===== config.mk =====
export PLATFORM = sky130hd
export DESIGN_NAME = operand_address_generator
export DESIGN_NICKNAME = d
export VERILOG_FILES = /design/src/core/opaddr_pkg.sv /design/src/core/bank_view_if.sv /design/src/core/bank_reader.sv /design/src/core/operand_address_generator.sv
export SDC_FILE = /design/constraint.sdc
export NUM_CORES = 1
export LEC_CHECK = 0
export ABC_CLOCK_PERIOD_IN_PS = 1130
export BUFFER_PORTS_ARGS = -buffer_cell sky130_fd_sc_hd__buf_4
export CORE_AREA = 2 2 132 134
export CTS_CLUSTER_SIZE = 16
export DETAILED_ROUTE_END_ITERATION = 16
export DIE_AREA = 0 0 134 136
export MAX_ROUTING_LAYER = met4
export PLACE_DENSITY_LB_ADDON = 0.08
export SYNTH_ARGS = -nofsm -noshare
export SYNTH_HDL_FRONTEND = slang
export SYNTH_HIERARCHICAL = 1
export SYNTH_SLANG_ARGS = --single-unit
export TNS_END_PERCENT = 50

===== constraint.sdc =====
create_clock -name clk_i -period 1.13 [get_ports clk_i]
set_input_delay 0 -clock clk_i [delete_from_list [all_inputs] [get_ports clk_i]]
set_output_delay 0 -clock clk_i [all_outputs]
set_load 0.01 [all_outputs]

===== src/core/opaddr_pkg.sv =====
package opaddr_pkg;

    // ------------------------------------------------------------
    // Byte register numbers, absolute order
    // ------------------------------------------------------------
    localparam logic [2:0] REG_X = 3'h0;
    localparam logic [2:0] REG_A = 3'h1;
    localparam logic [2:0] REG_C = 3'h2;
    localparam logic [2:0] REG_B = 3'h3;
    localparam logic [2:0] REG_E = 3'h4;
    localparam logic [2:0] REG_D = 3'h5;
    localparam logic [2:0] REG_L = 3'h6;
    localparam logic [2:0] REG_H = 3'h7;

    // ------------------------------------------------------------
    // Register pair numbers
    // ------------------------------------------------------------
    localparam logic [1:0] PAIR_ACC  = 2'h0; // acc_pair
    localparam logic [1:0] PAIR_ONE  = 2'h1; // pair_one
    localparam logic [1:0] PAIR_TWO  = 2'h2; // pair_two
    localparam logic [1:0] PAIR_BASE = 2'h3; // base_pointer_pair

    // ------------------------------------------------------------
    // Address windows
    // ------------------------------------------------------------
    localparam logic [15:0] SHORT_LO     = 16'hfe20;
    localparam logic [15:0] SHORT_HI     = 16'hff1f;
    localparam logic [7:0]  SHORT_WRAP   = 8'h20;   // Below this: bit 8 set
    localparam logic [6:0]  PAGE_HIGH    = 7'h7f;   // Bits 15..9 of window
    localparam logic [7:0]  SFR_PAGE     = 8'hff;
    localparam logic [7:0]  SFR_GAP_LO   = 8'hd0;   // FFD0..FFDF unreachable
    localparam logic [7:0]  SFR_GAP_HI   = 8'hdf;
    localparam logic [15:0] STACK_LO     = 16'hfe00;
    localparam logic [15:0] STACK_HI     = 16'hfeff;

    // ------------------------------------------------------------
    // Fixed opcodes recognised by the decoder
    // ------------------------------------------------------------
    localparam logic [7:0] OP_MOV_A_C     = 8'h62;
    localparam logic [7:0] OP_INC16_TWO   = 8'h84;
    localparam logic [7:0] OP_LD_A_BASE_B = 8'hab;
    localparam logic [7:0] OP_PUSH_TWO    = 8'hb5;
    localparam logic [7:0] OP_LD_A_DIRECT = 8'h8e;

    // ------------------------------------------------------------
    // Addressing modes requested by the sequencer
    // ------------------------------------------------------------
    typedef enum logic [3:0] {
        MODE_NONE,
        MODE_IMPL_MUL,
        MODE_IMPL_DIV,
        MODE_IMPL_ACC,
        MODE_REG8,
        MODE_REG16,
        MODE_DIRECT,
        MODE_SHORT,
        MODE_SFR,
        MODE_INDIRECT,
        MODE_BASED,
        MODE_BASED_IDX,
        MODE_STACK
    } addr_mode_e;

endpackage : opaddr_pkg


===== src/core/bank_view_if.sv =====
`timescale 1ns/1ps
// Active-bank register view shared by the top and the bank reader
interface bank_view_if;
    logic [63:0] bank_flat;  // Eight bytes of the active bank
    logic [15:0] pair_one;   // C low, B high
    logic [15:0] pair_two;   // E low, D high
    logic [15:0] base_pair;  // L low, H high
    logic [7:0]  reg_b;
    logic [7:0]  reg_c;

    modport reader (
        input  bank_flat,
        output pair_one,
        output pair_two,
        output base_pair,
        output reg_b,
        output reg_c
    );
    modport user (
        output bank_flat,
        input  pair_one,
        input  pair_two,
        input  base_pair,
        input  reg_b,
        input  reg_c
    );
endinterface : bank_view_if


===== src/core/bank_reader.sv =====
`timescale 1ns/1ps
// Splits the active bank into named pairs and index bytes
module bank_reader (
    bank_view_if.reader bv
);
    // ------------------------------------------------------------
    // Byte pick helper
    // ------------------------------------------------------------
    function automatic logic [7:0] pick(input logic [63:0] f,
                                        input logic [2:0]  n);
        pick = f[{n, 3'h0} +: 8];
    endfunction : pick

    // Pair n is bytes 2n (low) and 2n+1 (high)
    assign bv.pair_one  = {pick(bv.bank_flat, opaddr_pkg::REG_B),
                           pick(bv.bank_flat, opaddr_pkg::REG_C)};
    assign bv.pair_two  = {pick(bv.bank_flat, opaddr_pkg::REG_D),
                           pick(bv.bank_flat, opaddr_pkg::REG_E)};
    assign bv.base_pair = {pick(bv.bank_flat, opaddr_pkg::REG_H),
                           pick(bv.bank_flat, opaddr_pkg::REG_L)};
    assign bv.reg_b     = pick(bv.bank_flat, opaddr_pkg::REG_B);
    assign bv.reg_c     = pick(bv.bank_flat, opaddr_pkg::REG_C);
endmodule : bank_reader


===== src/core/operand_address_generator.sv =====
`timescale 1ns/1ps
//
// Behaviour
// RQ1 - Multiply: A times register into acc_pair
// RQ2 - Divide: acc_pair dividend, quotient back there
// RQ3 - BCD fix and digit rotate use A
// RQ4 - Register from active bank, 3-bit field
// RQ5 - Order X A C B E D L H; pairs 0-3
// RQ6 - Direct: 16-bit immediate is address
// RQ7 - Short direct window FE20H to FF1FH
// RQ8 - Bit 8 set for 00H-1FH, else clear
// RQ9 - Word short operands only even addresses
// RQ10 - SFR window FF00-FFCF and FFE0-FFFF
// RQ11 - Word SFR access only even, word-capable; the code checks only the even address, not word capability
// RQ12 - Indirect via pair_two or base pair
// RQ13 - Base pair plus zero-extended byte, wrap
// RQ14 - Base pair plus B or C, wrap
// RQ15 - Stack ops address through stack_pointer
// RQ16 - Stack reaches internal high-speed RAM only
// RQ17 - Opcode 62H: move C into A
// RQ18 - Opcode 84H: increment pair_two
// RQ19 - Opcode ABH: load A from base+B
// RQ20 - Opcode B5H: push pair_two
// RQ21 - Opcode 8EH: load A from direct address
// RQ22 - Two bank select bits pick the bank
//
module operand_address_generator (
    input  wire logic        clk_i,           // 250 MHz core clock
    input  wire logic        reset_n_i,       // Async reset, active low
    input  wire logic        clk_en_i,        // Freezes all state when low
    input  wire logic        req_i,           // Decode request pulse
    input  wire logic [3:0]  mode_i,          // addr_mode_e code
    input  wire logic [7:0]  opcode_i,        // Opcode byte
    input  wire logic [15:0] imm_i,           // Immediate bytes, low first
    input  wire logic        word_i,          // 16-bit operand size
    input  wire logic        sel_c_i,         // Based-indexed uses C
    input  wire logic        pair_sel_i,      // Indirect: 1 base, 0 two
    input  wire logic        bank_select_bit_low_i,
    input  wire logic        bank_select_bit_high_i,
    input  wire logic [255:0] regs_i,         // Four banks of eight bytes
    input  wire logic [15:0] stack_pointer_i, // Current stack pointer
    output logic             valid_o,         // Result pulse
    output logic             mem_o,           // Result is a memory address
    output logic [15:0]      addr_o,          // Effective address
    output logic [2:0]       src_reg_o,       // Byte register read
    output logic [2:0]       dst_reg_o,       // Byte register written
    output logic [1:0]       pair_o,          // Register pair selected
    output logic [1:0]       bank_o,          // Bank used
    output logic [3:0]       op_class_o,      // Fixed opcode recognised
    output logic             fault_o          // Operand outside window or odd word address
);

    // ------------------------------------------------------------
    // Opcode class codes
    // ------------------------------------------------------------
    typedef enum logic [3:0] {
        CLS_NONE,
        CLS_MOV_A_C,
        CLS_INC16_TWO,
        CLS_LD_A_BASE_B,
        CLS_PUSH_TWO,
        CLS_LD_A_DIRECT
    } op_class_e;

    // ------------------------------------------------------------
    // Whole module state
    // ------------------------------------------------------------
    typedef struct packed {
        logic        valid;
        logic        mem;
        logic [15:0] addr;
        logic [2:0]  src;
        logic [2:0]  dst;
        logic [1:0]  pair;
        logic [1:0]  bank;
        logic [3:0]  cls;
        logic        fault;
    } state_s;

    state_s state_reg;   // Registered outputs
    state_s state_next;  // Next value

    // Active bank view
    bank_view_if bv();
    logic [1:0] bank_idx;

    assign bank_idx = {bank_select_bit_high_i, bank_select_bit_low_i}; // RQ22
    assign bv.bank_flat = regs_i[{bank_idx, 6'h00} +: 64];            // RQ4

    bank_reader u_bank (
        .bv (bv.reader)
    );

    // ------------------------------------------------------------
    // Opcode recognition, used for classing and decode
    // ------------------------------------------------------------
    function automatic op_class_e classify(input logic [7:0] op);
        unique case (op)
            opaddr_pkg::OP_MOV_A_C:     classify = CLS_MOV_A_C;     // RQ17
            opaddr_pkg::OP_INC16_TWO:   classify = CLS_INC16_TWO;   // RQ18
            opaddr_pkg::OP_LD_A_BASE_B: classify = CLS_LD_A_BASE_B; // RQ19
            opaddr_pkg::OP_PUSH_TWO:    classify = CLS_PUSH_TWO;    // RQ20
            opaddr_pkg::OP_LD_A_DIRECT: classify = CLS_LD_A_DIRECT; // RQ21
            default:                    classify = CLS_NONE;
        endcase
    endfunction : classify

    // Short direct address from the 8-bit immediate
    function automatic logic [15:0] short_addr(input logic [7:0] b);
        // Low bytes wrap up into the register page
        short_addr = {opaddr_pkg::PAGE_HIGH,
                      (b < opaddr_pkg::SHORT_WRAP), b};         // RQ8
    endfunction : short_addr

    // ------------------------------------------------------------
    // Next-state decode
    // ------------------------------------------------------------
    always_comb begin
        op_class_e   cls;
        logic [15:0] sfr_a;
        logic        stack_bad;
        cls   = classify(opcode_i);
        sfr_a = {opaddr_pkg::SFR_PAGE, imm_i[7:0]};
        // Stack must stay inside internal RAM, push included
        stack_bad = (stack_pointer_i < opaddr_pkg::STACK_LO) ||
                    (stack_pointer_i > opaddr_pkg::STACK_HI);       // RQ16
        state_next       = state_reg;
        state_next.valid = 1'b0;
        if (req_i) begin
            state_next.valid = 1'b1;
            state_next.mem   = 1'b0;
            state_next.addr  = 16'h0000;
            state_next.src   = opaddr_pkg::REG_A;
            state_next.dst   = opaddr_pkg::REG_A;
            state_next.pair  = opaddr_pkg::PAIR_ACC;
            state_next.bank  = bank_idx;                            // RQ22
            state_next.cls   = cls;
            state_next.fault = 1'b0;
            // Fixed opcodes override the requested mode
            if (cls == CLS_MOV_A_C) begin
                state_next.src = opaddr_pkg::REG_C;                 // RQ17
            end else if (cls == CLS_INC16_TWO) begin
                state_next.pair = opaddr_pkg::PAIR_TWO;             // RQ18
            end else if (cls == CLS_LD_A_BASE_B) begin
                state_next.mem  = 1'b1;
                state_next.addr = bv.base_pair
                                  + {8'h00, bv.reg_b};              // RQ19
            end else if (cls == CLS_PUSH_TWO) begin
                state_next.mem  = 1'b1;
                state_next.pair = opaddr_pkg::PAIR_TWO;             // RQ20
                state_next.addr = stack_pointer_i;
                state_next.fault = stack_bad;                       // RQ16
            end else if (cls == CLS_LD_A_DIRECT) begin
                state_next.mem  = 1'b1;
                state_next.addr = imm_i;                            // RQ21
            end else begin
                unique case (mode_i)
                    4'(opaddr_pkg::MODE_IMPL_MUL): begin
                        // A times the named register into acc_pair
                        state_next.src  = opcode_i[2:0];            // RQ1
                        state_next.pair = opaddr_pkg::PAIR_ACC;     // RQ1
                    end
                    4'(opaddr_pkg::MODE_IMPL_DIV): begin
                        state_next.pair = opaddr_pkg::PAIR_ACC;     // RQ2
                    end
                    4'(opaddr_pkg::MODE_IMPL_ACC): begin
                        state_next.src = opaddr_pkg::REG_A;         // RQ3
                    end
                    4'(opaddr_pkg::MODE_REG8): begin
                        state_next.src = opcode_i[2:0];             // RQ4 RQ5
                        state_next.dst = opcode_i[2:0];
                    end
                    4'(opaddr_pkg::MODE_REG16): begin
                        state_next.pair = opcode_i[2:1];            // RQ5
                    end
                    4'(opaddr_pkg::MODE_DIRECT): begin
                        state_next.mem  = 1'b1;
                        state_next.addr = imm_i;                    // RQ6
                    end
                    4'(opaddr_pkg::MODE_SHORT): begin
                        state_next.mem  = 1'b1;
                        state_next.addr = short_addr(imm_i[7:0]);   // RQ7
                        // Odd word operand is the caller's error
                        state_next.fault = word_i & imm_i[0];       // RQ9
                    end
                    4'(opaddr_pkg::MODE_SFR): begin
                        state_next.mem  = 1'b1;
                        state_next.addr = sfr_a;                    // RQ10
                        state_next.fault = (imm_i[7:0] >=
                                            opaddr_pkg::SFR_GAP_LO &&
                                            imm_i[7:0] <=
                                            opaddr_pkg::SFR_GAP_HI)
                                           | (word_i & imm_i[0]);   // RQ10 RQ11
                    end
                    4'(opaddr_pkg::MODE_INDIRECT): begin
                        state_next.mem  = 1'b1;
                        state_next.pair = pair_sel_i ?
                                          opaddr_pkg::PAIR_BASE :
                                          opaddr_pkg::PAIR_TWO;
                        state_next.addr = pair_sel_i ? bv.base_pair
                                                     : bv.pair_two; // RQ12
                    end
                    4'(opaddr_pkg::MODE_BASED): begin
                        state_next.mem  = 1'b1;
                        // 16-bit sum drops the carry
                        state_next.addr = bv.base_pair
                                          + {8'h00, imm_i[7:0]};    // RQ13
                    end
                    4'(opaddr_pkg::MODE_BASED_IDX): begin
                        state_next.mem  = 1'b1;
                        state_next.addr = bv.base_pair
                            + {8'h00, sel_c_i ? bv.reg_c
                                              : bv.reg_b};          // RQ14
                    end
                    4'(opaddr_pkg::MODE_STACK): begin
                        state_next.mem  = 1'b1;
                        state_next.addr = stack_pointer_i;          // RQ15
                        state_next.fault = stack_bad;               // RQ16
                    end
                    default: begin
                        // Unused mode codes select nothing
                        state_next.src = opaddr_pkg::REG_A;
                    end
                endcase
            end
        end
    end

    // ------------------------------------------------------------
    // State register
    // ------------------------------------------------------------
    always_ff @(posedge clk_i or negedge reset_n_i) begin
        if (!reset_n_i) begin
            state_reg <= '0;
        end else if (clk_en_i) begin
            state_reg <= state_next;
        end
    end

    assign valid_o    = state_reg.valid;
    assign mem_o      = state_reg.mem;
    assign addr_o     = state_reg.addr;
    assign src_reg_o  = state_reg.src;
    assign dst_reg_o  = state_reg.dst;
    assign pair_o     = state_reg.pair;
    assign bank_o     = state_reg.bank;
    assign op_class_o = state_reg.cls;
    assign fault_o    = state_reg.fault;

    // ------------------------------------------------------------
    // Checks
    // ------------------------------------------------------------
    property p_short_window;
        @(posedge clk_i) disable iff (!reset_n_i)
        (clk_en_i && req_i && mode_i == 4'(opaddr_pkg::MODE_SHORT) &&
         classify(opcode_i) == CLS_NONE)
        |=> (addr_o >= opaddr_pkg::SHORT_LO && addr_o <= opaddr_pkg::SHORT_HI);
    endproperty
    a_short_window: assert property (p_short_window) // RQ7
        else $error("short direct address outside window");

    property p_short_bit8;
        @(posedge clk_i) disable iff (!reset_n_i)
        (clk_en_i && req_i && mode_i == 4'(opaddr_pkg::MODE_SHORT) &&
         classify(opcode_i) == CLS_NONE)
        |=> (addr_o[8] == ($past(imm_i[7:0]) < 8'h20));
    endproperty
    a_short_bit8: assert property (p_short_bit8) // RQ8
        else $error("short direct bit 8 wrong");

    property p_direct;
        @(posedge clk_i) disable iff (!reset_n_i)
        (clk_en_i && req_i && opcode_i == opaddr_pkg::OP_LD_A_DIRECT)
        |=> (mem_o && addr_o == $past(imm_i));
    endproperty
    a_direct: assert property (p_direct) // RQ21
        else $error("direct load address wrong");

    property p_mov_a_c;
        @(posedge clk_i) disable iff (!reset_n_i)
        (clk_en_i && req_i && opcode_i == opaddr_pkg::OP_MOV_A_C)
        |=> (src_reg_o == 3'h2 && dst_reg_o == 3'h1 && !mem_o);
    endproperty
    a_mov_a_c: assert property (p_mov_a_c) // RQ17
        else $error("move C to A decode wrong");

    property p_increment_word_op;
        @(posedge clk_i) disable iff (!reset_n_i)
        (clk_en_i && req_i && opcode_i == opaddr_pkg::OP_INC16_TWO)
        |=> (pair_o == 2'h2 && valid_o);
    endproperty
    a_increment_word_op: assert property (p_increment_word_op) // RQ18
        else $error("increment pair decode wrong");

    property p_push;
        @(posedge clk_i) disable iff (!reset_n_i)
        (clk_en_i && req_i && opcode_i == opaddr_pkg::OP_PUSH_TWO)
        |=> (addr_o == $past(stack_pointer_i) && pair_o == 2'h2);
    endproperty
    a_push: assert property (p_push) // RQ20
        else $error("push address wrong");

    property p_bank;
        @(posedge clk_i) disable iff (!reset_n_i)
        (clk_en_i && req_i)
        |=> (bank_o == {$past(bank_select_bit_high_i),
                        $past(bank_select_bit_low_i)});
    endproperty
    a_bank: assert property (p_bank) // RQ22
        else $error("bank index wrong");

    property p_based_idx;
        @(posedge clk_i) disable iff (!reset_n_i)
        (clk_en_i && req_i && opcode_i == opaddr_pkg::OP_LD_A_BASE_B)
        |=> (addr_o == 16'($past(bv.base_pair) + {8'h00, $past(bv.reg_b)}));
    endproperty
    a_based_idx: assert property (p_based_idx) // RQ19
        else $error("based indexed address wrong");

    property p_stack_fault;
        @(posedge clk_i) disable iff (!reset_n_i)
        (clk_en_i && req_i && mode_i == 4'(opaddr_pkg::MODE_STACK) &&
         classify(opcode_i) == CLS_NONE && stack_pointer_i[15:8] != 8'hfe)
        |=> fault_o;
    endproperty
    a_stack_fault: assert property (p_stack_fault) // RQ16
        else $error("stack outside RAM not flagged");

endmodule : operand_address_generator


==> qor.yml <==
grt:
  grt_pass1_vias: 7471
  grt_max_degree: 38
  grt-ovfl-total: 0
  grt_pass1_wl_um: 42500
  antenna_found_initial: 0
  grt_usage_pct: 31.6
power_and_ir_drop:
  p_switching_mw: 2.82
  total_power_mw: 7.80
  intPower_mw: 4.98
  pwr-share-comb_pct: 62.4
  seq_power_share_pct: 16.7
  p_per_area_mw_per_mm2: 767
  clkPwrFrac_pct: 20.9
  p_sw_share_pct: 36.1
  peakVddDrop_mv: 0.499
  leakagePower_nw: 4.60
cts:
  h-tree-depth: 2
  cts-buffers-inserted: 5
  cts.sinks: 32
  clk_pin_slew_ns: 0.07
  clk_path_buf_depth: 2
  cts-root-buf: "clkbuf_16"
  cts_tree: "yes"
  clock_latency_ns: 0.28
synthesis:
  netlist_area_mm2: 0.00553
  synth_nets: 954
  ys_warn_count: 6
  syn_inst: 624
  avgSynthCellArea_um2: 8.86
timing:
  hold_viol: 0
  finalClockSkew_ns: 0
  worst_slew_pin_slew_ns: 0.510
  fmax_mhz: 402
  fin_crit_ns: 2.49
  final_max_slew_viol_count: 0
  rsz0062_at_grt: "yes"
  hold_slack_ns: 0.0346
  setup_violations: 25
  max_slew_margin_pct: 66.0
  period_share_pct: 220
  postLayoutSetupSlackWorst_ns: -1.36
  fin_tns_setup_ns: -20.52
detailed_routing:
  drt-vias-per-instance: 5.57
  drtIter0Drc: 365
  drcViolationCount: 0
  ant_nets: 0
  wl_per_cell_um: 22.4
  num_vias: 7101
  drt_wl_total_um: 28600
  dr.pass1.iters: 5
outcome:
  outcome: "complete, but fails checks"
  failed_checks: "negative setup slack"
floorplan:
  start_util_pct: 32.8
  ioPinCount: 342
  die_h_um: 136
  core.rowCount: 48
  dieWidth_um: 134
  core_area_mm2: 0.0169
  die_area_mm2: 0.0182
setup_path:
  path_class: "input port to register"
  arrival_ns: 2.72
  crit_buf_inv: 3
  cp_cell_sequence: "buf_12 > buf_12 > buf_12 > mux4_2 > mux2i_2 > o21ai_2 > ha_4 > nand4_1 > a211o_1 > and2_4 > or4_1 > a31oi_1 > a21bo_2"
  cp_max_fo: 7
  critical_path.top_delay_family: "multiplexers"
  startpoint_type: "input port"
  cp_slowest_cell: "mux4_2"
  cp_common_cell: "buf_12"
  slowest_delay_ns: 0.51
  critPathRequiredTime_ns: 1.37
  critical_path.endpoint_type: "register"
finish:
  n_fill_cell: 1529
  area_growth_pct: 83.9
  n_antenna_cell: 0
  finalNetCount: 1379
  drive_above_1_share_pct: 65.1
  instances_no_fill: 1275
  final_core_util_pct: 60.2
min_path:
  hold_path.class: "input port to register"
job:
  drv_cap: 0
placed_design:
  gp_congestion: 0.989
  port_buffers: 276
  place_inst: 1242
  hpwl_um: 23900
-- sequential cells by signal, indices dropped and copies added, names as in the netlist --
signal / count
addr_o: 16
dst_reg_o: 3
op_class_o: 3
src_reg_o: 3
bank_o: 2
pair_o: 2
fault_o: 1
mem_o: 1
valid_o: 1
-- power by group through the flow --
stage	clock network [mW]	registers, mW	logic, mW
2_1_floorplan	0	1.35	2.05
3_3_place_gp	0	1.32	4.05
3_5_place_dp	0	1.32	4.06
4_1_cts	1.66	1.30	4.61
5_1_grt	1.70	1.31	5.17
6_report	1.63	1.30	4.87
-- path summary, 6_finish.rpt --
path / cells past startpoint / start / to / slack (ns)
max: 13 / bank_select_bit_low_i / addr_o[13] / -1.36
min: 3 / clk_en_i / valid_o / 0.03
max reg2reg: 5 / addr_o[15] / addr_o[15] / -0.02
min reg2reg: 2 / op_class_o[2] / op_class_o[2] / 0.48
max in group asynchronous: 2 / reset_n_i / dst_reg_o[1] / 0.54
min in group asynchronous: 2 / reset_n_i / addr_o[11] / 0.21
-- worst register-to-register path: stages (launching register included) --
cell,delay [ns]
dfrtp_1,0.39
nand2_1,0.08
buf_4,0.13
nand3_1,0.07
o311ai_0,0.29
a21oi_1,0.07
-- placed cells by master (no fill, tap or decap), drive strengths merged, types with 14 or more instances in the layout --
cell and count:
nand2 48, nor2 36, ha 19, mux2i 20, buf 513, o21ai 47
a21oi 26, nor3 14, mux4 48, dfrtp 32
-- routing by layer --
| metal | GRT usage [%] | part of all wire [%] |
|---|---|---|
| met1 | 36.5 | 39 |
| met2 | 58.4 | 53 |
| met3 | 2.20 | 4.6 |
| met4 | 10.4 | 3.1 |
| met5 | - | 0 |
-- through the flow --
step,worst slack [ns],cell area [um^2]
after detailed placement,-1.95,9040
after CTS,-1.37,9900
final,-1.36,10200
after global placement,-1.92,9040
after global routing,-1.44,10200
after floorplan,-1.64,5710
-- area by class of cell --
type / count / area [um^2] / share of cell area (%)
Timing Repair Buffer: 515 / 4050 / 39.8
Sequential cell: 32 / 801 / 7.88
Clock buffer: 6 / 129 / 1.27
Inverter: 11 / 41.3 / 0.406
Clock inverter: 2 / 35.0 / 0.345
Multi-Input combinational cell: 484 / 4830 / 47.5
Tap cell: 225 / 282 / 2.77
-- what timing repair did --
action                                  in CTS  in global routing
endpoints found under the setup margin      27                 27
setup buffers                               20                  5
hold endpoints to repair                    33                  0
pin swaps                                   58                 42
resized for setup                           95                 50
gates cloned                                 1                  0
hold buffers                                 2                  0
Power figures use the tool's default switching activity.
